<file path="src/verilog/lsx_regs.svh">
// lsx_regs.svh: instruction lengths, clock counts and field constants of the
// logic, shift and rotate execution unit.
// assumes: included by bare name from the package only; the unit relies on its macros.
`ifndef LSX_REGS_SVH
`define LSX_REGS_SVH

// clock period in ns
`define LSX_CLK_NS 50

// instruction lengths in bytes
`define LSX_LEN_2 4'h2
`define LSX_LEN_3 4'h3
`define LSX_LEN_4 4'h4
`define LSX_LEN_5 4'h5
`define LSX_LEN_6 4'h6

// execution times in clocks
`define LSX_CLK_REG 6'h03
`define LSX_CLK_IND 6'h04
`define LSX_CLK_INC 6'h05
`define LSX_CLK_OFF 6'h06
`define LSX_CLK_DIR 6'h04
`define LSX_CLK_IMM_REG 6'h03
`define LSX_CLK_IMM_IND 6'h04
`define LSX_CLK_IMM_INC 6'h05
`define LSX_CLK_IMM_OFF 6'h06
`define LSX_CLK_IMM_DIR 6'h04
// shift family: base clocks plus one clock per shift
`define LSX_CLK_SHIFT_BASE 6'h03

// field layout
`define LSX_CNT_W 5
`define LSX_NIB_W 4
`define LSX_BYTE_MASK 16'h00ff
`define LSX_OFF8_MASK 16'h00ff
`define LSX_INC_BYTE 16'h0001
`define LSX_INC_WORD 16'h0002
// memory data is captured this many cycles after the read strobe is taken
`define LSX_RD_CAPTURE 6'h02

`endif

</file>
<file path="src/verilog/lsx_pkg.sv">
// lsx_pkg: operation and operand-form types of the execution unit.
// assumes: lsx_regs.svh is on the include path.
`default_nettype none
package lsx_pkg;
`include "lsx_regs.svh"

    typedef enum logic [3:0] {
        op_and,
        op_or,
        op_xor,
        ones_complement_op,
        logical_right_shift_op,
        normalize_left_op,
        rotate_left_op,
        rotate_right_op,
        rotate_left_carry_op,
        rotate_right_carry_op
    } lsx_op_t;

    typedef enum logic [4:0] {
        m_reg_reg,
        m_reg_ind,
        m_ind_reg,
        m_reg_off8,
        m_off8_reg,
        m_reg_off16,
        m_off16_reg,
        m_reg_inc,
        m_inc_reg,
        m_dir_reg,
        m_reg_dir,
        m_reg_imm,
        m_ind_imm,
        m_inc_imm,
        m_off8_imm,
        m_off16_imm,
        m_dir_imm
    } lsx_mode_t;

endpackage
`default_nettype wire

</file>
<file path="src/verilog/lsx_exec.sv">
// lsx_exec: executes logical, complement, shift, normalize and rotate
// instructions, logical ones in every operand form, with fixed length and clock count (shift clocks add the count).
// assumes: decoder holds operands valid with start; memory answers a read
// strobe with data on mem_rdata one cycle later; one core clock.
// Function
// - register combined with memory via source pointer: 2 bytes, 4 clocks
// - register combined into memory via destination pointer: 2 bytes, 4 clocks
// - pointer plus unsigned 8-bit offset forms: 3 bytes, 6 clocks
// - pointer plus 16-bit offset forms: 4 bytes, 6 clocks
// - post-increment pointer forms: 2 bytes, 5 clocks, pointer updated
// - direct memory with register, either direction: 3 bytes, 4 clocks
// - immediate to register: 3 clocks, 3 or 4 bytes by constant size
// - immediate to pointer memory: 4 clocks, 3 or 4 bytes
// - immediate via post-increment pointer: 5 clocks, 3 or 4 bytes
// - immediate to pointer plus 8-bit offset: 6 clocks, 4 or 5 bytes
// - immediate to pointer plus 16-bit offset: 6 clocks, 5 or 6 bytes
// - immediate to direct memory: 4 clocks, 4 or 5 bytes
// - logical right shift by source register count, zero fill, 2 bytes
// - logical right shift by 4-bit constant count, 2 bytes
// - normalize shifts left until top bit set, count to source register
// - rotate left or right without carry by 4-bit constant, 2 bytes
// - rotate left or right through carry by 4-bit constant, 2 bytes
`timescale 1ns/10ps
`default_nettype none
module lsx_exec
    import lsx_pkg::*;
#(
    parameter int DATA_W = 16,
    parameter logic [5:0] SHIFT_BASE = `LSX_CLK_SHIFT_BASE
)(
    input wire logic clk,
    input wire logic rst_n,
    input wire logic start,
    input wire lsx_op_t op,
    input wire lsx_mode_t mode,
    input wire logic word,
    input wire logic [15:0] dst_val,
    input wire logic [15:0] src_val,
    input wire logic [15:0] imm_word,
    input wire logic [15:0] disp,
    input wire logic [15:0] direct_addr,
    input wire logic carry_in,
    input wire logic [15:0] mem_rdata,
    output logic busy_q,
    output logic done_q,
    output logic illegal_q,
    output logic [3:0] len_q,
    output logic [5:0] clocks_q,
    output logic mem_rd_q,
    output logic mem_wr_q,
    output logic mem_word_q,
    output logic [15:0] mem_addr_q,
    output logic [15:0] mem_wdata_q,
    output logic dst_wr_q,
    output logic [15:0] dst_wdata_q,
    output logic src_wr_q,
    output logic [15:0] src_wdata_q,
    output logic ptr_wr_q,
    output logic ptr_is_src_q,
    output logic [15:0] ptr_wdata_q,
    output logic carry_wr_q,
    output logic carry_out_q
);

    if (DATA_W != 16 || SHIFT_BASE < 6'h02 || SHIFT_BASE > 6'h20)
        $error("lsx_exec needs a 16-bit data path and a shift base of 2 to 32");

    function automatic logic is_shift(input lsx_op_t o);
        is_shift = o inside {logical_right_shift_op, normalize_left_op, rotate_left_op,
                             rotate_right_op, rotate_left_carry_op, rotate_right_carry_op};
    endfunction

    // forms that write memory rather than the destination register
    function automatic logic mem_dest(input lsx_mode_t m);
        mem_dest = m inside {m_ind_reg, m_off8_reg, m_off16_reg, m_inc_reg, m_dir_reg,
                             m_ind_imm, m_inc_imm, m_off8_imm, m_off16_imm, m_dir_imm};
    endfunction

    function automatic logic mem_src(input lsx_mode_t m);
        mem_src = (m == m_reg_ind) || (m == m_reg_off8) || (m == m_reg_off16) ||
                  (m == m_reg_inc) || (m == m_reg_dir);
    endfunction

    function automatic logic [3:0] len_of(input lsx_op_t o, input lsx_mode_t m,
                                          input logic w);
        logic [3:0] l;
        case (m)
            m_reg_off8, m_off8_reg, m_reg_dir, m_dir_reg: l = `LSX_LEN_3;
            m_reg_off16, m_off16_reg: l = `LSX_LEN_4;
            m_reg_imm, m_ind_imm, m_inc_imm: l = w ? `LSX_LEN_4 : `LSX_LEN_3;
            m_off8_imm, m_dir_imm: l = w ? `LSX_LEN_5 : `LSX_LEN_4;
            m_off16_imm: l = w ? `LSX_LEN_6 : `LSX_LEN_5;
            default: l = `LSX_LEN_2;
        endcase
        if (is_shift(o) || (o == ones_complement_op))
            l = `LSX_LEN_2;
        len_of = l;
    endfunction

    function automatic logic [5:0] clk_of(input lsx_op_t o, input lsx_mode_t m,
                                          input logic [4:0] n);
        logic [5:0] c;
        case (m)
            m_reg_ind, m_ind_reg: c = `LSX_CLK_IND;
            m_reg_off8, m_off8_reg, m_reg_off16, m_off16_reg: c = `LSX_CLK_OFF;
            m_reg_inc, m_inc_reg: c = `LSX_CLK_INC;
            m_reg_dir, m_dir_reg: c = `LSX_CLK_DIR;
            m_reg_imm: c = `LSX_CLK_IMM_REG;
            m_ind_imm: c = `LSX_CLK_IMM_IND;
            m_inc_imm: c = `LSX_CLK_IMM_INC;
            m_off8_imm, m_off16_imm: c = `LSX_CLK_IMM_OFF;
            m_dir_imm: c = `LSX_CLK_IMM_DIR;
            default: c = `LSX_CLK_REG;
        endcase
        if (is_shift(o))
            c = SHIFT_BASE + {1'b0, n};
        clk_of = c;
    endfunction

    // leading zeros of the operand at its size; zero operand gives zero
    function automatic logic [4:0] lead_zeros(input logic [15:0] v, input logic w);
        logic [4:0] z;
        logic hit;
        z = 5'h00;
        hit = 1'b0;
        for (int i = 15; i >= 0; i--)
        begin
            hit = hit || (v[i] && (w || (i < 8)));
            if (!hit && (w || (i < 8)))
                z = z + 5'h01;
        end
        lead_zeros = hit ? z : 5'h00;
    endfunction

    // rotate of {carry, value} by n steps at the operand size
    function automatic logic [16:0] rot(input logic [15:0] v, input logic c,
                                        input logic [3:0] n, input logic w,
                                        input logic left, input logic thru);
        logic [15:0] x;
        logic cy;
        logic spill;
        x = v;
        cy = c;
        for (int i = 0; i < 15; i++)
        begin
            if (i < n)
            begin
                // bit leaving the operand this step, taken before the shift
                spill = left ? (w ? x[15] : x[7]) : x[0];
                if (left)
                    x = {x[14:0], thru ? cy : spill};
                else if (w)
                    x = {thru ? cy : spill, x[15:1]};
                else
                    x = {8'h00, thru ? cy : spill, x[7:1]};
                if (thru)
                    cy = spill;
                if (!w)
                    x = x & `LSX_BYTE_MASK;
            end
        end
        rot = {cy, x};
    endfunction

    logic legal;
    logic [4:0] cnt_in;
    logic [15:0] ptr_in;
    logic [15:0] addr_in;
    always_comb
    begin
        legal = 1'b1;
        if (op == ones_complement_op || op == normalize_left_op)
            legal = (mode == m_reg_reg);
        else if (op == logical_right_shift_op)
            legal = (mode == m_reg_reg) || (mode == m_reg_imm);
        else if (is_shift(op))
            legal = (mode == m_reg_imm);
        // count: leading zeros for normalize, register for register-form shift, constant nibble otherwise
        if (op == normalize_left_op)
            cnt_in = lead_zeros(dst_val, word);
        else if (op == logical_right_shift_op && mode == m_reg_reg)
            cnt_in = src_val[`LSX_CNT_W-1:0];
        else
            cnt_in = {1'b0, imm_word[`LSX_NIB_W-1:0]};
        ptr_in = mem_dest(mode) ? dst_val : src_val;
        if (mode == m_reg_off8 || mode == m_off8_reg || mode == m_off8_imm)
            addr_in = ptr_in + (disp & `LSX_OFF8_MASK);
        else if (mode == m_reg_off16 || mode == m_off16_reg || mode == m_off16_imm)
            addr_in = ptr_in + disp;
        else if (mode == m_reg_dir || mode == m_dir_reg || mode == m_dir_imm)
            addr_in = direct_addr;
        else
            addr_in = ptr_in;
    end

    wire logic take = start && !busy_q;
    lsx_op_t op_q;
    lsx_mode_t mode_q;
    logic word_q;
    logic carry_q;
    logic [4:0] cnt_q;
    logic [5:0] left_q;
    logic [5:0] age_q;
    logic [15:0] a_q;
    logic [15:0] b_q;

    // instruction capture and cycle count
    always_ff @(posedge clk)
    begin
        if (!rst_n)
        begin
            busy_q <= 1'b0;
            illegal_q <= 1'b0;
            len_q <= 4'h0;
            clocks_q <= 6'h00;
            left_q <= 6'h00;
            age_q <= 6'h00;
            op_q <= op_and;
            mode_q <= m_reg_reg;
            word_q <= 1'b0;
            carry_q <= 1'b0;
            cnt_q <= 5'h00;
            a_q <= 16'h0000;
            b_q <= 16'h0000;
        end
        else
        begin
            illegal_q <= take && !legal;
            if (take && legal)
            begin
                busy_q <= 1'b1;
                len_q <= len_of(op, mode, word);
                clocks_q <= clk_of(op, mode, cnt_in);
                left_q <= clk_of(op, mode, cnt_in) - 6'h01;
                age_q <= 6'h00;
                op_q <= op;
                mode_q <= mode;
                word_q <= word;
                carry_q <= carry_in;
                cnt_q <= cnt_in;
                a_q <= mem_dest(mode) ? 16'h0000 : dst_val;
                b_q <= (mode >= m_reg_imm) ? imm_word : src_val;
            end
            else if (busy_q)
            begin
                left_q <= left_q - 6'h01;
                age_q <= age_q + 6'h01;
                // memory operand arrives one cycle after the strobe
                if (age_q == `LSX_RD_CAPTURE - 6'h01 && mem_dest(mode_q))
                    a_q <= mem_rdata;
                if (age_q == `LSX_RD_CAPTURE - 6'h01 && mem_src(mode_q))
                    b_q <= mem_rdata;
                if (left_q == 6'h01)
                    busy_q <= 1'b0;
            end
        end
    end

    // memory read strobe and address
    always_ff @(posedge clk)
    begin
        if (!rst_n)
        begin
            mem_rd_q <= 1'b0;
            mem_word_q <= 1'b0;
            mem_addr_q <= 16'h0000;
        end
        else
        begin
            mem_rd_q <= take && legal && (mem_dest(mode) || mem_src(mode));
            if (take && legal)
            begin
                mem_addr_q <= addr_in;
                mem_word_q <= word;
            end
        end
    end

    logic [15:0] res;
    logic [16:0] rr;
    always_comb
    begin
        rr = rot(a_q, carry_q, cnt_q[3:0], word_q,
                 (op_q == rotate_left_op) || (op_q == rotate_left_carry_op),
                 (op_q == rotate_left_carry_op) || (op_q == rotate_right_carry_op));
        case (op_q)
            op_and: res = a_q & b_q;
            op_or: res = a_q | b_q;
            op_xor: res = a_q ^ b_q;
            ones_complement_op: res = ~a_q;
            logical_right_shift_op: res = (word_q ? a_q : (a_q & `LSX_BYTE_MASK)) >> cnt_q;
            normalize_left_op: res = a_q << cnt_q;
            default: res = rr[15:0];
        endcase
        if (!word_q)
            res = res & `LSX_BYTE_MASK;
    end

    wire logic finish = busy_q && (left_q == 6'h01);
    wire logic inc_form = mode_q inside {m_reg_inc, m_inc_reg, m_inc_imm};

    // completion: result write-back and pointer update
    always_ff @(posedge clk)
    begin
        if (!rst_n)
        begin
            done_q <= 1'b0;
            mem_wr_q <= 1'b0;
            mem_wdata_q <= 16'h0000;
            dst_wr_q <= 1'b0;
            dst_wdata_q <= 16'h0000;
            src_wr_q <= 1'b0;
            src_wdata_q <= 16'h0000;
            ptr_wr_q <= 1'b0;
            ptr_is_src_q <= 1'b0;
            ptr_wdata_q <= 16'h0000;
            carry_wr_q <= 1'b0;
            carry_out_q <= 1'b0;
        end
        else
        begin
            done_q <= finish;
            mem_wr_q <= finish && mem_dest(mode_q);
            dst_wr_q <= finish && !mem_dest(mode_q);
            src_wr_q <= finish && (op_q == normalize_left_op);
            ptr_wr_q <= finish && inc_form;
            carry_wr_q <= finish && ((op_q == rotate_left_carry_op) ||
                                     (op_q == rotate_right_carry_op));
            if (finish)
            begin
                mem_wdata_q <= res;
                dst_wdata_q <= res;
                src_wdata_q <= {11'h000, cnt_q};
                ptr_is_src_q <= !mem_dest(mode_q);
                ptr_wdata_q <= mem_addr_q + (word_q ? `LSX_INC_WORD : `LSX_INC_BYTE);
                carry_out_q <= rr[16];
            end
        end
    end

endmodule
`default_nettype wire

</file>
<file path="config.mk">
export PLATFORM = sky130hd
export DESIGN_NAME = lsx_exec
export DESIGN_NICKNAME = d
export VERILOG_FILES = /design/src/verilog/lsx_pkg.sv /design/src/verilog/lsx_exec.sv
export VERILOG_INCLUDE_DIRS = /design/src /design/src/verilog
export SDC_FILE = /design/constraint.sdc
export NUM_CORES = 1
export LEC_CHECK = 0
export BUFFER_PORTS_ARGS = -buffer_cell sky130_fd_sc_hd__buf_2
export CAP_MARGIN = 10
export CELL_PAD_IN_SITES_DETAIL_PLACEMENT = 0
export CELL_PAD_IN_SITES_GLOBAL_PLACEMENT = 1
export CORE_UTILIZATION = 44
export DETAILED_ROUTE_END_ITERATION = 7
export MAX_ROUTING_LAYER = met4
export PLACE_DENSITY = 0.87
export SYNTH_ARGS = -nofsm -noshare
export SYNTH_HDL_FRONTEND = slang
export SYNTH_SLANG_ARGS = --single-unit
</file>
<file path="constraint.sdc">
create_clock -name clk -period 12.25 [get_ports clk]
set_input_delay 1.225 -clock clk [delete_from_list [all_inputs] [get_ports clk]]
set_output_delay 1.225 -clock clk [all_outputs]
set_load 0.01 [all_outputs]
</file>
---- Word-level counts from Yosys, hierarchy flattened ----
Memory sizes are Yosys's and may differ from the RTL's.
Cells that the tools add are included.
word-level totals
  register bits after elaboration ......... 134
  latch bits .............................. 0
  bits in writable memories ............... 0
  bits in read-only memories .............. 192
  word-level logic and storage cells ...... 411
  memories kept ........................... 2
memory list
  memory           depth  width  rd ports  clocked after Yosys merged registers in  wr ports  line             source
  (no name shown)  32     3      1         0                                        0         lsx_exec.sv:103  case (m)
  (no name shown)  32     3      1         0                                        0         lsx_exec.sv:103
cells by class
  add/subtract/negate cells ............... 21
  $mul .................................... 0
  div/mod/pow operators ................... 0
  magnitude comparators ................... 16
  equal/unequal tests ..................... 48
  shift operators ......................... 2
  muxes and demuxes ....................... 200
  bitwise gates (word level) .............. 5
  reduce and logical (&&, ||, !) cells .... 91
operator list
  kind                                                                 count
  16-bit 2-to-1 mux                                                    74
  5-bit 2-to-1 mux                                                     31
  16-bit case mux with 6 select lines                                  1
  1-bit 2-to-1 mux                                                     83
  5-bit by 4-bit == test with 1-bit output, second input constant      15
  5-bit by 1-bit adder with 5-bit output, second input constant        14
  5-bit by 3-bit == test with 1-bit output, second input constant      8
  6-bit 2-to-1 mux                                                     6
  1-bit logical OR                                                     35
  1-bit logical AND                                                    29
  4-bit by 3-bit == test with 1-bit output, second input constant      7
  4-bit < comparator, first input constant                             7
  5-bit by 2-bit == test with 1-bit output, second input constant      4
  10-bit nonzero test                                                  2
  16-bit adder                                                         1
  16-bit by 2-bit adder with 16-bit output                             1
  16-bit by 8-bit adder with 16-bit output                             1
  16-bit AND                                                           1
  4-bit == test, second input constant                                 4
  3-bit by 4-bit < comparator with 1-bit output, first input constant  4
  16-bit inverter                                                      1
  16-bit bitwise OR                                                    1
  16-bit by 5-bit left shift with 16-bit output                        1
  16-bit by 5-bit right shift with 16-bit output                       1
  other kinds (27)                                                     51

---- Logic depth before layout (Yosys ltp) ----
  depth in word-level cells ............... 108
  mapped depth ............................ 42
  mapped depth without buffers ............ 40

---- Least setup slack after synthesis ----
OpenSTA, ideal clock, no wires.
  path type ............................... input to register
  from .................................... input word
  to ...................................... register left_q[3]
  arrival time ............................ 9.992 ns
  required time ........................... 12.127 ns
  setup slack ............................. 2.135 ns
  stages on the path ...................... 41
  cells stage by stage .................... buf_2 > nor2b_1 > nor2b_1 > ha_1 > clkbuf_1 > xor2_1 > ha_1 > nor2_1 > a21boi_1 > ha_1 > mux2_2 > ha_1 > mux2_2 > ha_1 > mux2_2 > ha_1 > mux2_2 > ha_1 > [5 not listed] > ha_1 > mux2i_1 > inv_1 > ha_1 > nand2_1 > o21ai_1 > ha_1 > mux2_2 > ha_1 > and2_1 > xor2_1 > o22a_1 > a21oi_1 > nor2b_1 > or3_1 > xor2_1 > a221oi_1 > nor2b_1
on the way
  word-level cells in the longest chain between the ends .. 54
RTL lines
  element                                        line             source
  start, declared                                lsx_exec.sv:36   input wire logic word,
  1-bit logical AND                              lsx_exec.sv:128  hit = hit || (v[i] && (w || (i < 8)));
  1-bit zero test                                lsx_exec.sv:129  if (!hit && (w || (i < 8)))
  1-bit logical AND                              lsx_exec.sv:129
  1-bit 2-to-1 mux                               lsx_exec.sv:129
  5-bit 2-to-1 mux                               lsx_exec.sv:179  if (op == normalize_left_op)
  5-bit by 1-bit adder with 5-bit output         lsx_exec.sv:130  z = z + 5'h01;
  5-bit 2-to-1 mux                               lsx_exec.sv:129
  5-bit 2-to-1 mux                               lsx_exec.sv:179
  [38 not listed]                                --
  5-bit 2-to-1 mux *                             lsx_exec.sv:132  lead_zeros = hit ? z : 5'h00;
  5-bit 2-to-1 mux *                             lsx_exec.sv:179
  2-bit by 5-bit adder with 6-bit output *       lsx_exec.sv:116  c = SHIFT_BASE + {1'b0, n};
  6-bit 2-to-1 mux *                             lsx_exec.sv:115  if (is_shift(o))
  6-bit 2-to-1 mux *                             lsx_exec.sv:229  if (take && legal)
  6-bit 2-to-1 mux *                             lsx_exec.sv:210  if (!rst_n)
  6-bit by 1-bit subtractor with 6-bit output *  lsx_exec.sv:234  left_q <= clk_of(op, mode, cnt_in) - 6'h01;
  6-bit 2-to-1 mux *                             lsx_exec.sv:229
  end signal, assigned                           lsx_exec.sv:234
  end signal, assigned                           lsx_exec.sv:246  left_q <= left_q - 6'h01;
  end, declared                                  lsx_exec.sv:202  logic [5:0] left_q;
Every way passes the cells marked *; elsewhere a longest branch is shown, timed or not. The select of a mux whose other input is x is not followed.
A chain may end at the register's enable or synchronous reset.

---- Final worst setup path ----
Same ends and word-level chain as after synthesis.

==> metrics.cfg <==
[pwr]
p_leak_nw = 8.68
peakVddDrop_v = 0.0000733
p_per_area_nw_per_um2 = 101
finalPower_w = 0.00224

[die]
fp.coreArea_um2 = 46500
num_io_pins = 212
rows = 79
die_w_um = 219
start_util_pct = 44.5
die_y_um = 219
fp.dieArea_um2 = 47900

[timing]
tightest_slew_ps = 1210
fin_crit_sh_pct = 86.0
period_needed_ps = 10540
setup_violations = 0
hold_violations = 0
fin_tns_setup_ps = 0
fin_skew_ps = 9.94
fmax_ghz = 0.0949
drv_slew = 0
relSlewSlack_pct = 19.5
rsz0062_at_grt = no

[synth]
synth_cell_types = 122
synth.most_common_cell = nand2_1
synthesis.area_um2 = 20700
synth_top_area_share_pct = 12.9
async_flop_share_pct = 0
yosysTopAreaCell = dfxtp_1
synth_ff_type = dfxtp_1
avgSynthCellArea_um2 = 6.62
synth_edf_count = 0
syn_inst = 3127
yosysSeqAreaShare_pct = 12.9
ys_ff_latch = 133
yosys_warnings = 0
synth_common_cells = nand2_1 (404), nor2_1 (310), o21ai_0 (277), a21oi_1 (250), clkbuf_1 (176)
synth_area_leaders = dfxtp_1 (13%), nand2_1 (7.3%), o21ai_0 (6.7%)

[clock_tree]
worstSkewPairLatency_ps = 440
cts_resized = 0
root_buffer = clkbuf_16
post_cts_buffers = 0
cts_tree = done
hold_buffers = 0
clock_sinks = 133
clk_pin_slew_worst_paths_ps = 60
htree_levels = 4
cts_inserted_buffers = 17
cts_buffer_depth = 2

[run_status]
run_status = finished clean

[place]
gp_congestion = 1.00
dp_hpwl_um = 74700
dp_cells = 3719
numPortBuffers = 199

[drt]
drc = 0
wl_per_cell_um = 26.7
drtIter0Drc = 3465
routed_wl_um = 100000
vias = 25800
viasPerCell = 6.88
antenna_left = 0
first_pass_iters = 6

[hold_path]
holdCritPathClass = register to register

[grt]
grt_pass1_vias = 23900
grt_overflow = 0
grt_max_degree = 141
grt_pass1_wl_um = 149000
antenna_found_initial = 2
grt_use_total_pct = 41.7

[finish]
instances_no_fill = 3752
drive_above_1_share_pct = 12.9
final_nets = 3317
syn_to_final_growth_pct = 7.68

[setup_path]
end_kind = register
path_class = primary input to register
cp_slowest_cell = or3_1
crit_top_cell = ha_1
worstPathArrival_ps = 10860
required_ps = 12570
start_kind = primary input
crit_fanout = 8
slowest_delay_ps = 420

[flow_run]
drv_cap = 0

final cells by class:
cell class	count	area [um2]
Antenna cell	2	5.00
Clock buffer	18	429
Clock inverter	13	149
Fill cell	4843	24200
Inverter	90	338
Multi-Input combinational cell	2632	16500
Sequential cell	133	2670
Tap cell	607	759
Timing Repair Buffer	257	1460
metrics by stage:
stage	setup WS [ps]	hold WS, ps	utilization (%)	cell area [um2]
floorplan	2130	468	-	20700
global placement	1640	434	46.7	21700
detailed placement	1370	438	46.7	21700
CTS	1790	452	48.0	22300
global route	1260	471	48.0	22300
finish	1710	448	48.0	22300
sequential cells by signal (all words and copies together) (netlist names), 5 cells and up:
signal and cells:
a_q 16, b_q 16, dst_wdata_q 16, mem_addr_q 16
ptr_wdata_q 16, age_q 6, clocks_q 6, left_q 6
cnt_q 5, mode_q 5, src_wdata_q 5
final timing paths:
kind / endpoint / cells after the start / startpoint / slack [ps]
max: left_q[3] / 40 / word / 1710
min: ptr_is_src_q / 1 / ptr_is_src_q / 450
max reg2reg: dst_wdata_q[14] / 22 / op_q[1] / 3650
min reg2reg: ptr_is_src_q / 1 / ptr_is_src_q / 450
cell usage in the layout, fill, tap and decap left out, types with 20 or more instances in the layout:
cell,Yosys,final
a211o_1,20,20
a211oi_1,78,77
a21boi_0,34,34
a21o_1,21,21
a21oi_1,250,249
a22oi_1,33,33
a31oi_1,62,62
and2_1,39,39
and3_1,37,36
buf_2,36,199
buf_4,44,56
dfxtp_1,133,128
ha_1,74,74
inv_1,88,88
mux2_2,25,25
mux2i_1,84,84
nand2_1,404,404
nand3_1,116,115
nand4_1,35,35
nor2_1,310,307
nor2b_1,22,22
nor3_1,80,79
o211a_1,33,33
o211ai_1,99,99
o21ai_0,277,276
o22ai_1,28,28
o31ai_1,29,29
or3_1,23,23
xnor2_1,43,43
xor2_1,34,34
per-layer routing:
metal  share of wire [%]  track usage (%)  routed length, um
met4                 6.7             25.5               6720
met1                  40             51.1              39500
met2                  45             64.4              44800
met5                   0                -                  0
met3                 9.0             6.15               9030
logic make-up (layout without fill, tap and decap cells):
family,after synthesis,count (layout),share of synthesized area (%)
mux,110,110,5.53
flops,133,133,12.9
xor+xnor,77,77,3.26
compound gates,1203,1203,39.8
buf+inv,373,378,8.00
simple gates,1153,1153,25.8
fa+ha+maj,77,77,4.72
other cells,1,14,0.0181
power breakdown:
part	internal (W)	switching (W)	total, W
Clock	0.000302	0.000213	0.000515
Combinational	0.000384	0.000840	0.00122
Sequential	0.000458	0.0000479	0.000506
Total	0.00114	0.00110	0.00224
worst max-delay path: cells and delay by family:
kind	cells	cell delay [ps]
compound gates	5	850
fa+ha+maj	13	3850
simple gates	8	1520
mux	9	2570
buf+inv	2	270
xor+xnor	3	540
No activity file was read; power rests on OpenSTA's default activity.
